[src/rtl/synth_ctrl_map.vh]
// Register offsets, field positions, reset values and timing counts
`ifndef SYNTH_CTRL_MAP_VH
`define SYNTH_CTRL_MAP_VH
`define ADDR_CTRL0 4'h0
`define ADDR_CTRL1 4'h4
`define ADDR_STATUS 4'h8
`define ADDR_FEED 4'hc
`define CTRL0_RST 32'h00000000
`define CTRL1_RST 32'h00001210
`define C0_FRAC_LO 4
`define C0_INT_LO 19
`define C0_TXRX 27
`define C0_MUX_LO 29
`define C1_R_LO 4
`define C1_CLKDIV_LO 7
`define C1_OSC_EN 12
`define C1_BIAS_LO 13
`define C1_HALF 18
`define INT_MIN 8'h17
`define MUX_REG_READY 3'h0
`define MUX_FILTER_CAL 3'h1
`define MUX_LOCK 3'h2
`define MUX_RSSI 3'h3
`define MUX_TXRX 3'h4
`define REG_SETTLE_NS 50000
`define CLK_PERIOD_NS 100
`define REG_SETTLE_CYC (`REG_SETTLE_NS / `CLK_PERIOD_NS)
`define LOCK_COUNT 3'h5
`define LOCK_SET_NS 15
`define LOCK_CLR_NS 25
`endif

[src/rtl/synth_dividers_status_mux.v]
// Synthesizer control: dividers, oscillator control, status mux, lock detect
//
// Chosen here: the AXI4-Lite register port and the register offsets.
`timescale 1ns/1ps
`include "synth_ctrl_map.vh"
module synth_dividers_status_mux #(
  parameter REG_SETTLE_CYCLES = `REG_SETTLE_CYC,
  parameter [2:0] LOCK_CYCLES = `LOCK_COUNT
) (
  // Clock and reset
  input wire aclk,
  input wire aresetn,
  // Chip enable
  input wire chip_enable,
  // AXI4-Lite write address
  input wire [3:0] s_axi_awaddr,
  input wire s_axi_awvalid,
  output reg s_axi_awready,
  // AXI4-Lite write data
  input wire [31:0] s_axi_wdata,
  input wire [3:0] s_axi_wstrb,
  input wire s_axi_wvalid,
  output reg s_axi_wready,
  // AXI4-Lite write response
  output reg [1:0] s_axi_bresp,
  output reg s_axi_bvalid,
  input wire s_axi_bready,
  // AXI4-Lite read address
  input wire [3:0] s_axi_araddr,
  input wire s_axi_arvalid,
  output reg s_axi_arready,
  // AXI4-Lite read data
  output reg [31:0] s_axi_rdata,
  output reg [1:0] s_axi_rresp,
  output reg s_axi_rvalid,
  input wire s_axi_rready,
  // Internal status sources
  input wire filter_cal_busy,
  input wire signal_level_settled,
  input wire pfd_sample,
  input wire [7:0] phase_error_ns,
  // Oscillator and synthesizer outputs
  output reg osc_enable_bit,
  output reg [1:0] osc_bias_field,
  output reg divided_ref_out,
  output reg pfd_ref_clk,
  output reg [7:0] integer_n,
  output reg [14:0] fractional_n,
  output reg output_half_select,
  output reg tx_rx_mode,
  output reg status_select_pin
);

  ////////////////////////////////////////////////////////////////////////////
  // State

  reg [31:0] ctrl0;
  reg [31:0] ctrl1;
  reg [15:0] settle_cnt;
  reg reg_ready;
  reg [3:0] clk_cnt;
  reg clk_phase;
  reg [2:0] r_cnt;
  reg [2:0] good_cnt;
  reg lock;
  reg aw_held;
  reg w_held;
  reg [3:0] aw_addr;
  reg [31:0] w_data;
  reg [3:0] w_strb;
  reg [31:0] next_ctrl0;
  reg [31:0] next_ctrl1;
  reg status_mux;
  reg [31:0] next_rdata;
  reg [1:0] next_rresp;

  wire [3:0] clk_div = ctrl1[`C1_CLKDIV_LO +: 4];
  wire [2:0] r_div = ctrl1[`C1_R_LO +: 3];
  wire [2:0] mux_sel = ctrl0[`C0_MUX_LO +: 3];
  wire [7:0] int_field = ctrl0[`C0_INT_LO +: 8];
  wire do_write = aw_held && w_held && !s_axi_bvalid;
  wire active = aresetn && chip_enable;
  wire err_small = phase_error_ns < `LOCK_SET_NS;
  wire err_large = phase_error_ns >= `LOCK_CLR_NS;
  wire [4:0] status_word = {tx_rx_mode, signal_level_settled, lock, !filter_cal_busy, reg_ready};

  function [31:0] merge;
    input [31:0] old;
    input [31:0] data;
    input [3:0] strb;
    integer i;
    begin
      merge = old;
      for (i = 0; i < 4; i = i + 1) begin
        if (strb[i]) begin
          merge[i*8 +: 8] = data[i*8 +: 8];
        end
      end
    end
  endfunction

  // Only the two control words take writes
  function is_writable;
    input [3:0] addr;
    begin
      is_writable = (addr == `ADDR_CTRL0) || (addr == `ADDR_CTRL1);
    end
  endfunction

  // Last count of a divide-by-n counter
  function at_terminal;
    input [3:0] count;
    input [3:0] div;
    begin
      at_terminal = (count >= div - 4'h1);
    end
  endfunction

  ////////////////////////////////////////////////////////////////////////////
  // Register write decode

  always @* begin
    next_ctrl0 = ctrl0;
    next_ctrl1 = ctrl1;
    if (do_write && reg_ready && is_writable(aw_addr)) begin
      if (aw_addr == `ADDR_CTRL0) begin
        next_ctrl0 = merge(ctrl0, w_data, w_strb);
      end else if (aw_addr == `ADDR_CTRL1) begin
        next_ctrl1 = merge(ctrl1, w_data, w_strb);
      end
    end
  end

  ////////////////////////////////////////////////////////////////////////////
  // AXI4-Lite write slave

  always @(posedge aclk) begin
    if (!active) begin
      ctrl0 <= `CTRL0_RST;
      ctrl1 <= `CTRL1_RST;
      aw_held <= 1'b0;
      w_held <= 1'b0;
      aw_addr <= 4'h0;
      w_data <= 32'h00000000;
      w_strb <= 4'h0;
      s_axi_awready <= 1'b0;
      s_axi_wready <= 1'b0;
      s_axi_bvalid <= 1'b0;
      s_axi_bresp <= 2'h0;
    end else begin
      ctrl0 <= next_ctrl0;
      ctrl1 <= next_ctrl1;
      s_axi_awready <= !aw_held && !s_axi_awready && s_axi_awvalid;
      s_axi_wready <= !w_held && !s_axi_wready && s_axi_wvalid;
      if (s_axi_awvalid && s_axi_awready) begin
        aw_held <= 1'b1;
        aw_addr <= s_axi_awaddr;
      end
      if (s_axi_wvalid && s_axi_wready) begin
        w_held <= 1'b1;
        w_data <= s_axi_wdata;
        w_strb <= s_axi_wstrb;
      end
      if (do_write) begin
        aw_held <= 1'b0;
        w_held <= 1'b0;
        s_axi_bvalid <= 1'b1;
        // Writes before regulator ready or to unmapped words are refused
        if (!reg_ready) begin
          s_axi_bresp <= 2'h2;
        end else if (is_writable(aw_addr)) begin
          s_axi_bresp <= 2'h0;
        end else begin
          s_axi_bresp <= 2'h2;
        end
      end else if (s_axi_bvalid && s_axi_bready) begin
        s_axi_bvalid <= 1'b0;
      end
    end
  end

  ////////////////////////////////////////////////////////////////////////////
  // Register read decode

  always @* begin
    next_rresp = 2'h0;
    if (s_axi_araddr == `ADDR_CTRL0) begin
      next_rdata = ctrl0;
    end else if (s_axi_araddr == `ADDR_CTRL1) begin
      next_rdata = ctrl1;
    end else if (s_axi_araddr == `ADDR_STATUS) begin
      next_rdata = {27'h0000000, status_word};
    end else if (s_axi_araddr == `ADDR_FEED) begin
      next_rdata = {8'h00, integer_n, 1'b0, fractional_n};
    end else begin
      // Unmapped words read as zero with an error
      next_rdata = 32'h00000000;
      next_rresp = 2'h2;
    end
  end

  ////////////////////////////////////////////////////////////////////////////
  // AXI4-Lite read slave

  always @(posedge aclk) begin
    if (!active) begin
      s_axi_arready <= 1'b0;
      s_axi_rvalid <= 1'b0;
      s_axi_rresp <= 2'h0;
      s_axi_rdata <= 32'h00000000;
    end else begin
      s_axi_arready <= !s_axi_arready && !s_axi_rvalid && s_axi_arvalid;
      // Address is only looked at in the cycle arready is high
      if (s_axi_arvalid && s_axi_arready) begin
        s_axi_rvalid <= 1'b1;
        s_axi_rresp <= next_rresp;
        s_axi_rdata <= next_rdata;
      end else if (s_axi_rvalid && s_axi_rready) begin
        s_axi_rvalid <= 1'b0;
      end
    end
  end

  ////////////////////////////////////////////////////////////////////////////
  // Regulator settle timer

  always @(posedge aclk) begin
    if (!active) begin
      settle_cnt <= 16'h0000;
      reg_ready <= 1'b0;
    end else if (settle_cnt == REG_SETTLE_CYCLES[15:0] - 16'h0001) begin
      reg_ready <= 1'b1;
    end else begin
      settle_cnt <= settle_cnt + 16'h0001;
    end
  end

  ////////////////////////////////////////////////////////////////////////////
  // Oscillator control and feedback divider settings

  always @(posedge aclk) begin
    if (!active) begin
      osc_enable_bit <= 1'b1;
      osc_bias_field <= 2'h0;
      integer_n <= `INT_MIN;
      fractional_n <= 15'h0000;
      output_half_select <= 1'b0;
      tx_rx_mode <= 1'b0;
    end else begin
      osc_enable_bit <= ctrl1[`C1_OSC_EN];
      osc_bias_field <= ctrl1[`C1_BIAS_LO +: 2];
      // Integer below the pulse-swallow minimum is clamped
      integer_n <= (int_field < `INT_MIN) ? `INT_MIN : int_field;
      fractional_n <= ctrl0[`C0_FRAC_LO +: 15];
      output_half_select <= ctrl1[`C1_HALF];
      tx_rx_mode <= ctrl0[`C0_TXRX];
    end
  end

  ////////////////////////////////////////////////////////////////////////////
  // Output clock divider

  always @(posedge aclk) begin
    if (!active) begin
      clk_cnt <= 4'h0;
      clk_phase <= 1'b0;
      divided_ref_out <= 1'b1;
    end else if (clk_div == 4'h0 || !osc_enable_bit) begin
      clk_cnt <= 4'h0;
      clk_phase <= 1'b0;
      divided_ref_out <= 1'b0;
    end else begin
      // Half period equals the field value, full divide is twice it
      if (at_terminal(clk_cnt, clk_div)) begin
        clk_cnt <= 4'h0;
        clk_phase <= !clk_phase;
      end else begin
        clk_cnt <= clk_cnt + 4'h1;
      end
      divided_ref_out <= !clk_phase;
    end
  end

  ////////////////////////////////////////////////////////////////////////////
  // Reference counter for the comparison clock

  always @(posedge aclk) begin
    if (!active) begin
      r_cnt <= 3'h0;
      pfd_ref_clk <= 1'b0;
    end else if (r_div <= 3'h1) begin
      r_cnt <= 3'h0;
      pfd_ref_clk <= 1'b1;
    end else if (at_terminal({1'b0, r_cnt}, {1'b0, r_div})) begin
      r_cnt <= 3'h0;
      pfd_ref_clk <= 1'b1;
    end else begin
      r_cnt <= r_cnt + 3'h1;
      pfd_ref_clk <= 1'b0;
    end
  end

  ////////////////////////////////////////////////////////////////////////////
  // Digital lock detect

  always @(posedge aclk) begin
    if (!active) begin
      good_cnt <= 3'h0;
      lock <= 1'b0;
    end else if (pfd_sample) begin
      if (err_large) begin
        good_cnt <= 3'h0;
        lock <= 1'b0;
      end else if (err_small) begin
        if (good_cnt >= LOCK_CYCLES - 3'h1) begin
          lock <= 1'b1;
        end else begin
          good_cnt <= good_cnt + 3'h1;
        end
      end else if (!lock) begin
        good_cnt <= 3'h0;
      end
    end
  end

  ////////////////////////////////////////////////////////////////////////////
  // Status multiplexer

  always @* begin
    case (mux_sel)
      `MUX_REG_READY: status_mux = reg_ready;
      `MUX_FILTER_CAL: status_mux = !filter_cal_busy;
      `MUX_LOCK: status_mux = lock;
      `MUX_RSSI: status_mux = signal_level_settled;
      `MUX_TXRX: status_mux = !tx_rx_mode;
      default: status_mux = 1'b0;
    endcase
  end

  always @(posedge aclk) begin
    if (!aresetn) begin
      status_select_pin <= 1'b0;
    end else begin
      status_select_pin <= chip_enable ? status_mux : 1'b0;
    end
  end

endmodule

[config.mk]
export PLATFORM = sky130hd
export DESIGN_NAME = synth_dividers_status_mux
export DESIGN_NICKNAME = d
export VERILOG_FILES = /design/src/rtl/synth_dividers_status_mux.v
export VERILOG_INCLUDE_DIRS = /design/src /design/src/rtl
export SDC_FILE = /design/constraint.sdc
export NUM_CORES = 1
export LEC_CHECK = 0
export BUFFER_PORTS_ARGS = -buffer_cell sky130_fd_sc_hd__buf_2
export CAP_MARGIN = 20
export CORE_MARGIN = 4
export CORE_UTILIZATION = 40
export CTS_BUF_LIST = sky130_fd_sc_hd__clkbuf_2
export DETAILED_ROUTE_END_ITERATION = 6
export PLACE_DENSITY = 0.68
export SETUP_SLACK_MARGIN = 0.05
export SYNTH_ARGS = -nofsm -noshare
export SYNTH_HDL_FRONTEND = slang
export SYNTH_SLANG_ARGS = --single-unit
[constraint.sdc]
create_clock -name aclk -period 1.99 [get_ports aclk]
set_input_delay 0.199 -clock aclk [delete_from_list [all_inputs] [get_ports aclk]]
set_output_delay 0.199 -clock aclk [all_outputs]
set_load 0.005 [all_outputs]
==> results.json, run 1 <==
{
  "status": "finished, final reports clean",
  "cts_buffer_depth": 3,
  "relSlewSlack": 0.476,
  "cts_buffers": 53,
  "r2r-start": "ctrl1[4]",
  "max_freq_ghz": 0.532,
  "grt_pass1_vias": 7436,
  "drc": 0,
  "clock-skew-final_ns": 0.0506,
  "synth_cells": 900,
  "clock_latency_ns": 0.79,
  "viasPerCell": 5.10,
  "timing.rr.end": "r_cnt[2]",
  "cp.arrival_ns": 2.57,
  "die_area_um2": 22300,
  "rsz0062_at_grt": "true",
  "root_buffer": "clkbuf_2",
  "wire_per_inst_um": 15.5,
  "p_switching_uw": 1890,
  "cap_violations": 0,
  "p_comb_frac": 0.062,
  "hold_end": "lock",
  "syn2layout_area_growth_pct": 33.0,
  "num_rows": 51,
  "htreeDepth": 2,
  "startpoint_type": "input pin",
  "firstDrtPassIters": 5,
  "synth_cell_types": 51,
  "synth-seq-cells": 205,
  "hpwl_um": 15100,
  "antenna_found_initial": 1,
  "power_uw": 7430,
  "fin_ws_ns": 0.111,
  "crit_type": "input pin to flop",
  "clkPwrFrac": 0.381,
  "drt_iter0_drc": 391,
  "mostFrequentLayoutCells": "dfxtp_1, nand2_1, buf_2, dlygate4sd3_1, clkbuf_2",
  "met2_length_um": 10800,
  "grt_max_degree": 62,
  "ys.flop_type": "dfxtp_1",
  "worst-path-buf-inv": 5,
  "grt_pass1_wl_um": 37000,
  "irDropWorstVdd_v": 0.000298,
  "cts.clk_slew.worst_paths_ns": 0.09,
  "netlist_area_um2": 8010,
  "ant_nets": 0,
  "r2r_setup_slack_ns": 0.11,
  "synth_area_per_cell_um2": 8.90,
  "nets": 1255,
  "numClockSinks": 205,
  "holdPathStages": 4,
  "ys.warnings.count": 0,
  "dieHeight_um": 149,
  "path_common_cell": "dlygate4sd3_1",
  "worstMarginPinSlew_ns": 0.786,
  "top_layer": "met4",
  "required_ns": 2.68,
  "power_density_nw_per_um2": 697,
  "p_leak_uw": 0.00435,
  "cp_slowest_cell": "dlygate4sd3_1",
  "synth_edf_count": 0,
  "ys_seq_area_frac": 0.513,
  "p_int_uw": 5540,
  "die_w_um": 149,
  "period_minus_slack_ns": 1.88,
  "pre_cts_slack_ns": 0.0852,
  "met1_length_um": 10200,
  "wl_met3_um": 1280,
  "min_from": "phase_error_ns[2]",
  "sequentialPowerShare": 0.556,
  "place_congestion": 0.817,
  "routed_wl_um": 22900,
  "core_area_um2": 19600,
  "worstRegToRegCells": 6,
  "dr_total_vias": 7519,
  "critPathTopFamily": "buffers and inverters",
  "io_pins": 135,
  "setup_viol_count_final": 0,
  "grt_overflow": 0,
  "async_flop_share": 0,
  "hold_viol_final": 0,
  "path_max_fanout": 7,
  "tritoncts": "yes",
  "layout_commonest_cell": "dfxtp_1",
  "worstHoldPathType": "input pin to flop",
  "layout-drive-gt1-share": 0.225,
  "final_max_slew_viol_count": 0,
  "swShare": 0.254,
  "finalCritPeriodShare": 0.944,
  "max_stage_delay_ns": 0.57,
  "grt_usage": 0.204,
  "io_buffer_count": 132,
  "crit_path_cell_trace": "dlygate4sd3_1 -> buf_2 -> nor3_1 -> dlygate4sd3_1 -> buf_4 -> nand4b_1 -> a31oi_1 -> a211oi_1 -> dlygate4sd3_1",
  "cp-end-kind": "flop",
  "initial_utilization": 0.409
}
[area by class of cell]
type                            count  area (µm²)
Antenna cell                        2        5.00
Clock buffer                       83         415
Clock inverter                      4        41.3
Fill cell                        1863        8940
Inverter                           18        67.6
Multi-Input combinational cell    618        3610
Sequential cell                   205        4110
Tap cell                          265         332
Timing Repair Buffer              280        2080
[metal layers]
layer,track usage,up-vias
li1,-,3746
met1,0.265,3492
met2,0.336,233
met3,0.0379,48
met4,0.0865,0
met5,0,-
[timing repair]
item	CTS	global route
resized for setup	0	11
hold buffers	110	0
hold endpoints to repair	109	0
buffers inserted	0	1
setup endpoints to repair	0	28
[worst register-to-register path, delay by kind of cell (launching register included)]
family / cells / cell delay (ns)
buffers and inverters: 1 / 0.08
adders and majority gates: 3 / 0.78
AOI/OAI and AO/OA: 2 / 0.57
DFF: 1 / 0.35
[sequential cells by signal, indices dropped and copies added, names as in the netlist, 2 cells and up]
name and count:
ctrl1 32, integer_n 8, osc_bias_field 2, s_axi_rdata 32, aw_addr 4, settle_cnt 16
clk_cnt 4, w_data 32, ctrl0 32, w_strb 4, r_cnt 3, fractional_n 15
good_cnt 3
[logic make-up after synthesis]
family                   count (synthesis)  synth area share
AND/OR/NAND/NOR                        358             0.212
flip-flops                             205             0.513
AO/OA/AOI/OAI                          200             0.157
buffers and inverters                   78            0.0408
multiplexers                            27            0.0359
adder cells (fa/ha/maj)                 16            0.0250
XOR/XNOR                                15            0.0164
other                                    1          0.000468
[power by group through the flow]
stage / registers (µW) / logic [µW] / clock network [µW]
after floorplan: 4230 / 180 / 0
after global placement: 4230 / 344 / 0
after detailed placement: 4230 / 347 / 0
after CTS: 4130 / 457 / 2910
after global routing: 4140 / 504 / 3150
final: 4130 / 461 / 2830
[Yosys cell counts (22+ instances only)]
cell type  count  share of area
o21ai_0       71          0.044
nand2_1      146          0.068
clkbuf_1      37          0.017
nor2_1        61          0.029
a21oi_1       50          0.031
nand3_1       52          0.033
mux2i_1       22          0.028
and3_1        24          0.019
dfxtp_1      205           0.51
nor3_1        23          0.014
[through the flow]
stage	std cells	TNS [ns]	hold slack (ns)	cell area, µm²	util
2_1_floorplan	901	0	0.296	8010	-
3_3_place_gp	1276	0	0.434	9060	0.463
3_5_place_dp	1276	0	0.437	9060	0.463
4_1_cts	1473	0	0.00552	10600	0.542
5_1_grt	1475	-0.0171	0.103	10700	0.544
6_report	1475	0	0.0529	10700	0.544
[worst max-delay path by stage]
stage | cells past startpoint | from | slack, ns | endpoint
2_1_floorplan | 6 | ctrl1[7] | 0.15 | clk_cnt[2]
3_3_place_gp | 7 | ctrl1[7] | 0.11 | clk_cnt[3]
3_5_place_dp | 6 | ctrl1[4] | 0.09 | r_cnt[2]
4_1_cts | 6 | ctrl1[4] | 0.07 | r_cnt[2]
5_1_grt | 6 | ctrl1[4] | -0.02 | r_cnt[2]
6_report | 9 | phase_error_ns[6] | 0.11 | good_cnt[2]
(Power assumes the default switching activity.)
==> inputs of run 2 (changes only) <==
PLACE_DENSITY = 0.7   (was 0.68)
clock period = 1.6 ns   (was 1.99 ns; I/O delays follow)
==> run 2 against run 1 <==
  * Sequential power is 24% higher
  * Combinational power is 27% higher
  * Hold slack better by 0.035 ns
  * The run now ends with setup timing left
  * Flip-flop and latch count stayed put
  * Core utilization is 0.43 points lower
  * Clock skew is 0.025 ns lower
==> results.json, run 2 (synthesis results as in run 1) <==
{
  "status": "finished with violations",
  "violations": "setup timing",
  "clock_latency_ns": 0.77,
  "mostFrequentLayoutCells": "dfxtp_1, nand2_1, buf_2, clkbuf_2, o21ai_0",
  "worstRegToRegCells": 8,
  "worstHoldPathType": "input pin to flop",
  "holdPathStages": 6,
  "r2r-start": "ctrl1[7]",
  "place_congestion": 0.837,
  "grt_pass1_vias": 7271,
  "grt_usage": 0.199,
  "irDropWorstVdd_v": 0.000416,
  "die_area_um2": 22300,
  "worst-path-buf-inv": 1,
  "viasPerCell": 5.12,
  "cts_buffer_depth": 3,
  "final_max_slew_viol_count": 0,
  "period_minus_slack_ns": 1.68,
  "finalCritPeriodShare": 1.05,
  "io_buffer_count": 132,
  "crit_path_cell_trace": "inv_4 -> ha_4 -> xnor2_4 -> ha_4 -> o21a_1 -> nor2_2 -> or3_1 -> a21boi_1",
  "power_density_nw_per_um2": 840,
  "num_rows": 51,
  "worstMarginPinSlew_ns": 0.809,
  "startpoint_type": "flop",
  "cp-startpoint": "ctrl1[7]",
  "cp-endpoint": "clk_phase",
  "required_ns": 2.28,
  "postCtsSetupRepairBufs": 0,
  "final_cell_area_um2": 10600,
  "rsz0062_at_grt": "true",
  "drt_iter0_drc": 401,
  "cts.clk_slew.worst_paths_ns": 0.11,
  "firstDrtPassIters": 5,
  "core_area_um2": 19600,
  "cp-end-kind": "flop",
  "grt_max_degree": 55,
  "r2r_setup_slack_ns": -0.08,
  "worst-path-stages": 8,
  "grt_pass1_wl_um": 36100,
  "drc": 0,
  "fin_util": 0.539,
  "dieHeight_um": 149,
  "grt_overflow": 0,
  "power_uw": 8870,
  "crit_type": "flop to flop",
  "antenna_found_initial": 1,
  "placed_area_um2": 9320,
  "pre_cts_slack_ns": -0.137,
  "critPathTopFamily": "adder cells",
  "cp.arrival_ns": 2.37,
  "setup_viol_count_final": 3,
  "layout-drive-gt1-share": 0.266,
  "p_leak_uw": 0.00417,
  "wire_per_inst_um": 15.6,
  "ant_nets": 0,
  "max_stage_delay_ns": 0.38,
  "tritoncts": "yes",
  "root_buffer": "clkbuf_2",
  "cap_violations": 0,
  "io_pins": 135,
  "path_common_cell": "ha_4",
  "fin_ws_ns": -0.0817,
  "cp_slowest_cell": "dfxtp_4",
  "nets": 1223,
  "layout_commonest_cell": "dfxtp_1",
  "initial_utilization": 0.409,
  "dr_total_vias": 7367,
  "clock-skew-final_ns": 0.0258,
  "hold_viol_final": 0,
  "routed_wl_um": 22400,
  "syn2layout_area_growth_pct": 32.0,
  "path_max_fanout": 3,
  "max_freq_ghz": 0.595,
  "relSlewSlack": 0.461,
  "timing.rr.end": "clk_phase",
  "htreeDepth": 2,
  "numClockSinks": 205,
  "cts_buffers": 52,
  "hpwl_um": 15500,
  "die_w_um": 149
}
## run 2: layout make-up
class                   count  area (µm²)
diodes                      1        2.50
clock buffers              72         360
clock inverters            11        41.3
fillers                  1809        9020
inverters                  18        72.6
multi-input cells         618        3820
flip-flops and latches    205        4130
well taps                 265         332
repair buffers            249        1800
## run 2: how the worst min path moves through the flow
stage	endpoint	slack (ns)	start
after floorplan	good_cnt[2]	0.26	pfd_sample
after global placement	w_data[28]	0.40	s_axi_wdata[28]
after detailed placement	w_data[26]	0.41	s_axi_wdata[26]
after CTS	s_axi_rdata[1]	0.01	s_axi_araddr[2]
after global routing	good_cnt[0]	0.04	phase_error_ns[5]
final	good_cnt[0]	0.09	phase_error_ns[5]
## run 2: report_power, final
part	total [µW]	leakage, µW	internal [µW]	switching [µW]
registers	5140	0.00166	5120	18.8
clock network	3150	0.000316	1180	1970
logic	587	0.00220	289	298
total	8870	0.00417	6590	2290
## run 2: worst reg2reg max path, stage by stage, from the launching register on
cell and delay [ns]:
dfxtp_4 0.38, inv_4 0.05, ha_4 0.17, xnor2_4 0.13, ha_4 0.26, o21a_1 0.13, nor2_2 0.06, or3_1 0.30
a21boi_1 0.13
## run 2: routing by layer
layer  vias to the layer above  track usage  share of wire
li1                       3684            -              -
met1                      3416        0.253           0.44
met2                       228        0.331           0.48
met3                        39       0.0460          0.060
met4                         0       0.0760          0.023
met5                         -            0              0
## run 2: per-stage QoR
step / cells / hold slack [ns] / setup TNS [ns]
after floorplan: 901 / 0.257 / 0
after global placement: 1288 / 0.402 / -0.0420
after detailed placement: 1288 / 0.409 / -0.339
after CTS: 1438 / 0.0132 / -0.176
after global routing: 1439 / 0.0379 / -0.975
final: 1439 / 0.0876 / -0.229
## run 2: repair_timing
item	CTS	global route
hold buffers	67	0
resized for setup	12	33
hold endpoints to repair	111	0
pin swaps	4	9
setup endpoints to repair	14	36
